--- src/rtl/irf_pkg.sv ---
// Constants of the interrupt request flag block.
// Assumes a 10 MHz system clock and a 32-bit classic Wishbone register bus.
package irf_pkg;

    // ------------------------------------------------------------
    // Register map (byte addresses)
    // ------------------------------------------------------------
    localparam logic [7:0] ADR_REQ_ONE = 8'h00;
    localparam logic [7:0] ADR_REQ_TWO = 8'h04;
    localparam logic [7:0] ADR_ENA_ONE = 8'h08;
    localparam logic [7:0] ADR_ENA_TWO = 8'h0C;
    localparam logic [7:0] ADR_EDGE_SEL = 8'h10;

    // ------------------------------------------------------------
    // Field positions, first request register
    // ------------------------------------------------------------
    localparam int ONE_TIMER_A = 7;
    localparam int ONE_SPARE = 6;
    localparam int ONE_FIXED = 5;
    localparam int EXT_PINS = 5;

    // ------------------------------------------------------------
    // Field positions, second request register
    // ------------------------------------------------------------
    localparam int TWO_DIRECT = 7;
    localparam int TWO_CONVERTER = 6;
    localparam int TWO_SPARE = 5;
    localparam int TWO_TIMER_G = 4;
    localparam int TWO_TIMER_FH = 3;
    localparam int TWO_TIMER_FL = 2;
    localparam int TWO_TIMER_C = 1;
    localparam int TWO_EVENT = 0;

    // ------------------------------------------------------------
    // Edge detector lanes: five external pins, then capture pin
    // ------------------------------------------------------------
    localparam int EDGE_LANES = 6;
    localparam int LANE_CAPTURE = 5;

    // ------------------------------------------------------------
    // Masks and reset values
    // ------------------------------------------------------------
    localparam logic [7:0] ONE_FLAG_MASK = 8'h9F;
    localparam logic [7:0] TWO_FLAG_MASK = 8'hDF;
    localparam logic [7:0] ONE_FIXED_VAL = 8'h20;
    localparam logic [7:0] REG_RESET = 8'h00;
    localparam logic [5:0] EDGE_SEL_RESET = 6'h00;
    localparam logic [7:0] CNT_MAX = 8'hFF;
    localparam logic [7:0] CNT_MIN = 8'h00;
    localparam logic [31:0] DATA_ZERO = 32'h0000_0000;

endpackage : irf_pkg

--- src/rtl/irf_edge_if.sv ---
// Bundle between the register block and its pin edge detector.
// Assumes pin levels are already synchronous to the system clock.
`timescale 1ns/1ns
interface irf_edge_if;
    logic [5:0] level;
    logic [5:0] rise_sel;
    logic [5:0] pin_cfg;
    logic [5:0] edge_seen;

    modport regs (output level, output rise_sel, output pin_cfg, input edge_seen);
    modport det (input level, input rise_sel, input pin_cfg, output edge_seen);
endinterface : irf_edge_if

--- src/rtl/irf_edge_det.sv ---
// Per-lane edge detector for the external request and capture pins.
// Assumes synchronous inputs; produces one-cycle edge pulses.
`timescale 1ns/1ns
module irf_edge_det (
    // Clock and reset
    input wire logic clk_i,
    input wire logic rst_i,
    // Pin lanes
    irf_edge_if.det eif
);

    logic [5:0] prev_q;
    logic prev_ok_q;

    always_ff @(posedge clk_i) begin
        if (rst_i) begin
            prev_q <= 6'h00;
            prev_ok_q <= 1'b0;
        end else begin
            prev_q <= eif.level;
            prev_ok_q <= 1'b1;
        end
    end

    // ------------------------------------------------------------
    // Edge selection, falling when select is 0
    // ------------------------------------------------------------
    genvar g;
    generate
        for (g = 0; g < irf_pkg::EDGE_LANES; g++) begin : g_lane
            assign eif.edge_seen[g] = prev_ok_q && eif.pin_cfg[g] && (eif.rise_sel[g] ?
                (!prev_q[g] && eif.level[g]) :
                (prev_q[g] && !eif.level[g]));
        end
    endgenerate

endmodule : irf_edge_det

--- src/rtl/irf_top.sv ---
// Interrupt request flag registers with a classic Wishbone slave port.
// Assumes all event inputs are synchronous to clk_i.
//
// Contract
// - Timer A flag sets when timer A count wraps from FF to 00.
// - External pin flag sets on selected edge of a pin configured for interrupts.
// - Accepting an interrupt never clears a flag; only software clears.
// - Writing 0 clears a flag; writing 1 never sets it.
// - Bit 5 of first register always reads 1, writes ignored.
// - Bit 6 of first and bit 5 of second are plain storage, reset 0.
// - Direct transfer flag sets on sleep direct transfer while enabled.
// - Converter flag sets when conversion ends and start flag falls.
// - Timer G flag sets on capture edge or counter overflow with overflow enable.
// - Timer FH flag sets on high match in 8-bit, full match in 16-bit.
// - Timer FL flag sets on low match in 8-bit mode only.
// - Timer C flag sets on up wrap FF to 00 or down wrap 00 to FF.
// - Event counter flag sets on high overflow, or either overflow in 8-bit.
// - Edge select 0 means falling edge, 1 rising; reset value 0.
// - A request is taken only while its enable bit is 1.
`timescale 1ns/1ns
module irf_top (
    // Clock and reset
    input wire logic clk_i,
    input wire logic rst_i,
    // Wishbone slave
    input wire logic wb_cyc_i,
    input wire logic wb_stb_i,
    input wire logic wb_we_i,
    input wire logic [7:0] wb_adr_i,
    input wire logic [3:0] wb_sel_i,
    input wire logic [31:0] wb_dat_i,
    output logic [31:0] wb_dat_o,
    output logic wb_ack_o,
    // External pins and their port configuration
    input wire logic [4:0] ext_int_pin_i,
    input wire logic [4:0] ext_pin_cfg_i,
    input wire logic timer_g_capture_pin_i,
    input wire logic timer_g_capture_cfg_i,
    // Timers
    input wire logic [7:0] timer_a_count_i,
    input wire logic [7:0] timer_c_count_i,
    input wire logic timer_g_overflow_i,
    input wire logic overflow_irq_enable_i,
    input wire logic timer_f_16bit_i,
    input wire logic [7:0] timer_f_count_high_i,
    input wire logic [7:0] timer_f_count_low_i,
    input wire logic [7:0] timer_f_compare_high_i,
    input wire logic [7:0] timer_f_compare_low_i,
    // Event counter
    input wire logic event_count_16bit_i,
    input wire logic event_count_high_ovf_i,
    input wire logic event_count_low_ovf_i,
    // Converter and direct transfer
    input wire logic conversion_start_flag_i,
    input wire logic direct_xfer_i,
    input wire logic direct_xfer_on_i,
    // Requests to priority logic
    output logic [7:0] req_one_o,
    output logic [7:0] req_two_o
);

    // ------------------------------------------------------------
    // Declarations
    // ------------------------------------------------------------
    logic [7:0] flags_one_q;
    logic [7:0] flags_two_q;
    logic spare_one_q;
    logic spare_two_q;
    logic [7:0] ena_one_q;
    logic [7:0] ena_two_q;
    logic [5:0] edge_sel_q;
    logic ack_q;
    logic [31:0] rdat_q;
    logic [7:0] req_one_q;
    logic [7:0] req_two_q;

    logic [7:0] ta_prev_q;
    logic [7:0] tc_prev_q;
    logic tc_prev_ok_q;
    logic fh_match_prev_q;
    logic fl_match_prev_q;
    logic conversion_start_flag_prev_q;

    logic access;
    logic wr_lane0;
    logic wr_one;
    logic wr_two;
    logic [7:0] clr_one;
    logic [7:0] clr_two;
    logic [7:0] set_one;
    logic [7:0] set_two;
    logic [7:0] view_one;
    logic [7:0] view_two;
    logic fh_match;
    logic fl_match;
    logic [7:0] rd_byte;

    irf_edge_if eif ();

    // ------------------------------------------------------------
    // Pin edge detection
    // ------------------------------------------------------------
    assign eif.level = {timer_g_capture_pin_i, ext_int_pin_i};
    assign eif.pin_cfg = {timer_g_capture_cfg_i, ext_pin_cfg_i};
    assign eif.rise_sel = edge_sel_q;

    irf_edge_det u_edge (
        .clk_i (clk_i),
        .rst_i (rst_i),
        .eif (eif.det)
    );

    // ------------------------------------------------------------
    // Bus decode
    // ------------------------------------------------------------
    assign access = wb_cyc_i && wb_stb_i && !ack_q;
    assign wr_lane0 = access && wb_we_i && wb_sel_i[0];
    assign wr_one = wr_lane0 && (wb_adr_i == irf_pkg::ADR_REQ_ONE);
    assign wr_two = wr_lane0 && (wb_adr_i == irf_pkg::ADR_REQ_TWO);

    // Writing 0 clears, writing 1 leaves the flag alone
    assign clr_one = wr_one ? (~wb_dat_i[7:0] & irf_pkg::ONE_FLAG_MASK) :
        irf_pkg::REG_RESET;
    assign clr_two = wr_two ? (~wb_dat_i[7:0] & irf_pkg::TWO_FLAG_MASK) :
        irf_pkg::REG_RESET;

    // ------------------------------------------------------------
    // Event conditions
    // ------------------------------------------------------------
    assign fh_match = timer_f_16bit_i ?
        ({timer_f_count_high_i, timer_f_count_low_i} ==
         {timer_f_compare_high_i, timer_f_compare_low_i}) :
        (timer_f_count_high_i == timer_f_compare_high_i);
    assign fl_match = !timer_f_16bit_i &&
        (timer_f_count_low_i == timer_f_compare_low_i);

    always_comb begin
        set_one = irf_pkg::REG_RESET;
        set_one[irf_pkg::ONE_TIMER_A] = (ta_prev_q == irf_pkg::CNT_MAX) &&
            (timer_a_count_i == irf_pkg::CNT_MIN);
        set_one[irf_pkg::EXT_PINS-1:0] = eif.edge_seen[irf_pkg::EXT_PINS-1:0];
        set_one = set_one & ena_one_q;
    end

    always_comb begin
        set_two = irf_pkg::REG_RESET;
        set_two[irf_pkg::TWO_DIRECT] = direct_xfer_i && direct_xfer_on_i;
        set_two[irf_pkg::TWO_CONVERTER] = conversion_start_flag_prev_q && !conversion_start_flag_i;
        set_two[irf_pkg::TWO_TIMER_G] = eif.edge_seen[irf_pkg::LANE_CAPTURE] ||
            (timer_g_overflow_i && overflow_irq_enable_i);
        set_two[irf_pkg::TWO_TIMER_FH] = fh_match && !fh_match_prev_q;
        set_two[irf_pkg::TWO_TIMER_FL] = fl_match && !fl_match_prev_q;
        set_two[irf_pkg::TWO_TIMER_C] = tc_prev_ok_q &&
            (((tc_prev_q == irf_pkg::CNT_MAX) && (timer_c_count_i == irf_pkg::CNT_MIN)) ||
             ((tc_prev_q == irf_pkg::CNT_MIN) && (timer_c_count_i == irf_pkg::CNT_MAX)));
        // Line above covers both wrap directions
        set_two[irf_pkg::TWO_EVENT] = event_count_high_ovf_i ||
            (!event_count_16bit_i && event_count_low_ovf_i);
        set_two = set_two & ena_two_q;
    end

    // ------------------------------------------------------------
    // Event history
    // ------------------------------------------------------------
    always_ff @(posedge clk_i) begin
        if (rst_i) begin
            ta_prev_q <= irf_pkg::CNT_MIN;
            tc_prev_q <= irf_pkg::CNT_MIN;
            tc_prev_ok_q <= 1'b0;
            fh_match_prev_q <= 1'b1;
            fl_match_prev_q <= 1'b1;
            conversion_start_flag_prev_q <= 1'b0;
        end else begin
            ta_prev_q <= timer_a_count_i;
            tc_prev_q <= timer_c_count_i;
            tc_prev_ok_q <= 1'b1;
            fh_match_prev_q <= fh_match;
            fl_match_prev_q <= fl_match;
            conversion_start_flag_prev_q <= conversion_start_flag_i;
        end
    end

    // ------------------------------------------------------------
    // Request flags
    // ------------------------------------------------------------
    always_ff @(posedge clk_i) begin
        if (rst_i) begin
            flags_one_q <= irf_pkg::REG_RESET;
            flags_two_q <= irf_pkg::REG_RESET;
        end else begin
            // No acceptance input: only a bus clear lowers a flag
            flags_one_q <= (flags_one_q & ~clr_one) | set_one;
            flags_two_q <= (flags_two_q & ~clr_two) | set_two;
        end
    end

    // ------------------------------------------------------------
    // Storage and control registers
    // ------------------------------------------------------------
    always_ff @(posedge clk_i) begin
        if (rst_i) begin
            spare_one_q <= 1'b0;
            spare_two_q <= 1'b0;
        end else begin
            if (wr_one) begin
                spare_one_q <= wb_dat_i[irf_pkg::ONE_SPARE];
            end
            if (wr_two) begin
                spare_two_q <= wb_dat_i[irf_pkg::TWO_SPARE];
            end
        end
    end

    always_ff @(posedge clk_i) begin
        if (rst_i) begin
            ena_one_q <= irf_pkg::REG_RESET;
            ena_two_q <= irf_pkg::REG_RESET;
            edge_sel_q <= irf_pkg::EDGE_SEL_RESET;
        end else if (wr_lane0) begin
            case (wb_adr_i)
                irf_pkg::ADR_ENA_ONE: begin
                    ena_one_q <= wb_dat_i[7:0];
                end
                irf_pkg::ADR_ENA_TWO: begin
                    ena_two_q <= wb_dat_i[7:0];
                end
                irf_pkg::ADR_EDGE_SEL: begin
                    edge_sel_q <= wb_dat_i[5:0];
                end
                default: begin
                end
            endcase
        end
    end

    // ------------------------------------------------------------
    // Read view
    // ------------------------------------------------------------
    always_comb begin
        view_one = flags_one_q & irf_pkg::ONE_FLAG_MASK;
        view_one[irf_pkg::ONE_SPARE] = spare_one_q;
        view_one = view_one | irf_pkg::ONE_FIXED_VAL;
        view_two = flags_two_q & irf_pkg::TWO_FLAG_MASK;
        view_two[irf_pkg::TWO_SPARE] = spare_two_q;
    end

    always_comb begin
        case (wb_adr_i)
            irf_pkg::ADR_REQ_ONE: rd_byte = view_one;
            irf_pkg::ADR_REQ_TWO: rd_byte = view_two;
            irf_pkg::ADR_ENA_ONE: rd_byte = ena_one_q;
            irf_pkg::ADR_ENA_TWO: rd_byte = ena_two_q;
            irf_pkg::ADR_EDGE_SEL: rd_byte = {2'h0, edge_sel_q};
            default: rd_byte = irf_pkg::REG_RESET;
        endcase
    end

    // ------------------------------------------------------------
    // Bus answer
    // ------------------------------------------------------------
    always_ff @(posedge clk_i) begin
        if (rst_i) begin
            ack_q <= 1'b0;
            rdat_q <= irf_pkg::DATA_ZERO;
        end else begin
            ack_q <= access;
            if (access) begin
                rdat_q <= {24'h000000, rd_byte};
            end
        end
    end

    // ------------------------------------------------------------
    // Requests to priority logic
    // ------------------------------------------------------------
    always_ff @(posedge clk_i) begin
        if (rst_i) begin
            req_one_q <= irf_pkg::REG_RESET;
            req_two_q <= irf_pkg::REG_RESET;
        end else begin
            req_one_q <= flags_one_q & ena_one_q & irf_pkg::ONE_FLAG_MASK;
            req_two_q <= flags_two_q & ena_two_q & irf_pkg::TWO_FLAG_MASK;
        end
    end

    assign wb_ack_o = ack_q;
    assign wb_dat_o = rdat_q;
    assign req_one_o = req_one_q;
    assign req_two_o = req_two_q;

endmodule : irf_top
--- config.mk ---
export PLATFORM = sky130hd
export DESIGN_NAME = irf_top
export DESIGN_NICKNAME = d
export VERILOG_FILES = /design/src/rtl/irf_pkg.sv /design/src/rtl/irf_edge_if.sv /design/src/rtl/irf_edge_det.sv /design/src/rtl/irf_top.sv
export SDC_FILE = /design/constraint.sdc
export NUM_CORES = 1
export LEC_CHECK = 0
export BUFFER_PORTS_ARGS = -buffer_cell sky130_fd_sc_hd__buf_4
export CORE_ASPECT_RATIO = 0.9
export CORE_MARGIN = 5
export CORE_UTILIZATION = 45
export CTS_CLUSTER_DIAMETER = 30
export DETAILED_ROUTE_END_ITERATION = 6
export GPL_ROUTABILITY_DRIVEN = 1
export GPL_TIMING_DRIVEN = 0
export PLACE_DENSITY = 0.78
export SYNTH_ARGS = -nofsm -noshare
export SYNTH_HDL_FRONTEND = slang
export SYNTH_SLANG_ARGS = --single-unit
--- constraint.sdc ---
create_clock -name clk_i -period 3.3 [get_ports clk_i]
set_clock_uncertainty 0.05 [all_clocks]
set_input_delay 0 -clock clk_i [delete_from_list [all_inputs] [get_ports clk_i]]
set_output_delay 0 -clock clk_i [all_outputs]
set_load 0.1 [all_outputs]
==> impl_metrics.tcl <==
set metrics [dict create \
    route.final.wire_length_mm 10.4 \
    synth.area.mux_share 0.0967 \
    detail_route.vias_per_cell 5.00 \
    grt.overflow.total 0 \
    synth_enable_flop_cells 0 \
    synth-compound-area-share 0.0822 \
    synth_top_area_frac 0.458 \
    cp_slowest_stage_delay_ps 580 \
    tightest_slew_ps 651 \
    synth_top_family_by_area "simple AND/OR/NAND/NOR gates" \
    maximum_number_of_pins_on_one_net_before_global_route_repair 15 \
    finalHoldViolations 0 \
    worst_ep_arrival_time_ps 2580 \
    rsz0062_at_grt "no" \
    worst_path_max_delay_cell "dlygate4sd3_1" \
    clkTransAtPathRegs_ps 80 \
    ys_warn_count 0 \
    die_x_um 106 \
    timing.critical_path.from "wb_adr_i[0]" \
    run_status "finished, final reports clean" \
    dr.first_iter.drc_count 155 \
    cp_top_family "buffers and inverters" \
    startpoint_type "primary input" \
    finalWeightedCongestion 0.874 \
    boundaryPins 167 \
    dieHeight_um 96.2 \
    timing_max_transition_violations_final 0 \
    cts_htree_levels 3 \
    place.port_buffers 111 \
    post_cts_resized 0 \
    fmax_mhz 418 \
    cap_violations 0 \
    cts-root-to-sink-buffers 2 \
    global_route.usage.total 0.212 \
    grt_antenna_before_repair 0 \
    critPathCaptureType "register" \
    synth_top_cells_by_area "dfxtp_1 46%, buf_4 5.9%, nor2b_1 5.4%, mux2i_1 5.1%, mux4_2 4.2%" \
    power_per_cell_area_nw_per_um2 408 \
    mappedNetlistArea_sq_um 3710 \
    yosysSeqAreaShare 0.458 \
    min_period_over_period 0.726 \
    static-leakage-power_nw 2.48 \
    yosys_most_used_dff "dfxtp_1" \
    synthArstFlopShare 0 \
    crit_type "primary input to register" \
    crit_required_ps 3490 \
    synth.avg_cell_area_sq_um 9.62 \
    global_route_wire_length_before_repair_mm 16.8 \
    critical_r2r_launch "wb_ack_o$_SDFF_PP0_" \
    dp.final_hpwl_mm 7.38 \
    drt_pre_antenna_iters 4 \
    timing.hold.worst.start "wb_adr_i[3]" \
    root_buffer "clkbuf_8" \
    cts_sinks 85 \
    post_cts_hold_buffer_count 50 \
    synth_area_leader_cell "dfxtp_1" \
    routed_wire_length_per_instance_um 15.2 \
    detailroute.via_count 3443 \
    ys_ff_latch 85 \
    synthAdderAreaFrac 0 \
    total_core_area_sq_um 8070 \
    setup_viol_count_final 0 \
    synthXorXnorAreaFrac 0.0377 \
    cts_made_buffers 9 \
    post-route-util 0.678 \
    cts_tree "yes" \
    first_global_vias 3472 \
    num_rows 31 \
    n_antenna_cell 0 \
    cp_max_fo 10 \
    reg2reg_setup_slack_ps 1060 \
    synthesis.instances 386 \
    die_outline_area_sq_um 10200 \
    antenna_violating_nets_post_route 0 \
    hold_path_class "primary input to register" \
    final_layout_size_suffix_gt1_frac 0.301 \
    cp.buffers_inverters 4 \
    timing.critical_path.mode_cell "dlygate4sd3_1" \
    crit_chain "dlygate4sd3_1 > buf_4 > nor4_2 > nor3b_4 > buf_6 > nand3_4 > o21ai_0 > o41ai_1 > dlygate4sd3_1" \
    layout.nets 702 \
    yosys.area_share.simple 0.239 \
    yosysUniqueCellTypes 42 \
    setup_total_negative_slack_ps 0 \
    clk_latency_ps 350 \
    synthToLayoutAreaGrowth_pct 47.3 \
    detail_route.drc_violations 0 \
    post_cts_buffers 0 \
    peak_ir_drop_on_the_vdd_network_mv 0.217 \
    post-route-min-period_ps 2390 \
    normalized_max_slew_margin 0.566 \
    initial_utilization 0.460 \
]
[worst min-delay path: cells and delay by family]
kind / cells / cell delay [ps]
compound gates: 2 / 130
buf+inv: 1 / 90
simple gates: 2 / 160
[through the flow]
stage / setup slack, ps / hold WS (ps) / cells / cell area, sq um / power [mW]
floorplan: 1000 / 78.2 / 412 / 3810 / 1.34
global placement: 1570 / 175 / 622 / 4770 / 1.46
detailed placement: 1540 / 180 / 622 / 4770 / 1.47
CTS: 996 / 4.49 / 688 / 5470 / 2.24
global route: 802 / 46.3 / 688 / 5470 / 2.32
finish: 905 / 11.2 / 688 / 5470 / 2.23
[kinds of logic (layout without fill, tap and decap cells)]
logic type / Yosys count / count (layout)
multiplexers: 27 / 27
flip-flops: 85 / 85
XOR/XNOR: 16 / 16
other: 1 / 27
buffers and inverters: 48 / 225
AND/OR/NAND/NOR: 158 / 158
AO/OA/AOI/OAI: 51 / 51
[per-layer routing]
layer / track usage / vias to the layer above / part of all wire
met5: 0 / - / 0
met4: 0.0777 / 0 / 0.015
met3: 0.0463 / 15 / 0.080
met2: 0.381 / 163 / 0.50
met1: 0.251 / 1575 / 0.40
li1: - / 1690 / -
[final cells by class]
class	count	area, sq um
Fill cell	624	2600
Tap cell	99	124
Timing Repair Buffer	161	1330
Clock inverter	5	60.1
Clock buffer	11	141
Buffer	43	297
Sequential cell	85	1700
Inverter	5	18.8
Multi-Input combinational cell	279	1790
[final timing paths]
| kind | to | cells after the start |
|---|---|---|
| setup / recovery | flags_two_q[2]$_SDFF_PP0_ | 9 |
| hold / removal | flags_two_q[4]$_SDFF_PP0_ | 5 |
| setup reg to reg | flags_two_q[2]$_SDFF_PP0_ | 8 |
| hold reg to reg | flags_two_q[3]$_SDFF_PP0_ | 1 |
[power by group]
part,internal (mW),switching (mW)
combinational,0.169,0.268
sequential,1.05,0.0100
clock,0.372,0.368
[flip-flops by register name (all words and copies together), names as in the netlist, 7 cells and up]
signal and count:
ena_one_q 8, ena_two_q 8, ta_prev_q 8, tc_prev_q 8, wb_dat_o 8, flags_two_q 7
req_two_o 7
[Yosys cell counts (2+ instances only)]
library cell,instances
a21oi_1,18
a221oi_1,5
and2_1,5
and3_1,9
buf_2,3
buf_4,29
buf_6,3
clkbuf_1,7
dfxtp_1,85
inv_1,5
mux2i_1,19
mux4_2,7
nand2_1,26
nand3_1,11
nand3_4,2
nand3b_1,2
nand4_1,12
nand4b_1,2
nor2_1,36
nor2b_1,32
nor3_1,6
nor4_1,8
o211ai_2,2
o21ai_0,14
o21ai_1,6
o41ai_1,2
xnor2_1,8
xor2_1,8
[cells in the final DEF, fill, tap and decap left out, types with 2 or more instances in the layout]
| master | n |
|---|---|
| nor4_1 | 8 |
| nand3_4 | 2 |
| inv_1 | 5 |
| mux4_2 | 7 |
| nor2b_1 | 32 |
| a221oi_1 | 5 |
| clkbuf_1 | 8 |
| nand2_1 | 26 |
| nand4_1 | 12 |
| a21oi_1 | 18 |
| o41ai_1 | 2 |
| dlygate4sd3_1 | 50 |
| nor2_1 | 36 |
| and3_1 | 9 |
| nor3_1 | 6 |
| buf_6 | 3 |
| mux2i_1 | 19 |
| nand3_1 | 11 |
| o211ai_2 | 2 |
| clkinv_4 | 2 |
| nand3b_1 | 2 |
| buf_4 | 140 |
| o21ai_0 | 14 |
| nand4b_1 | 2 |
| dfxtp_1 | 85 |
| xnor2_1 | 8 |
| clkbuf_8 | 10 |
| o21ai_1 | 6 |
| and2_1 | 5 |
| conb_1 | 27 |
| buf_2 | 3 |
| xor2_1 | 8 |
Note: power is estimated with default switching activity, not from simulation.
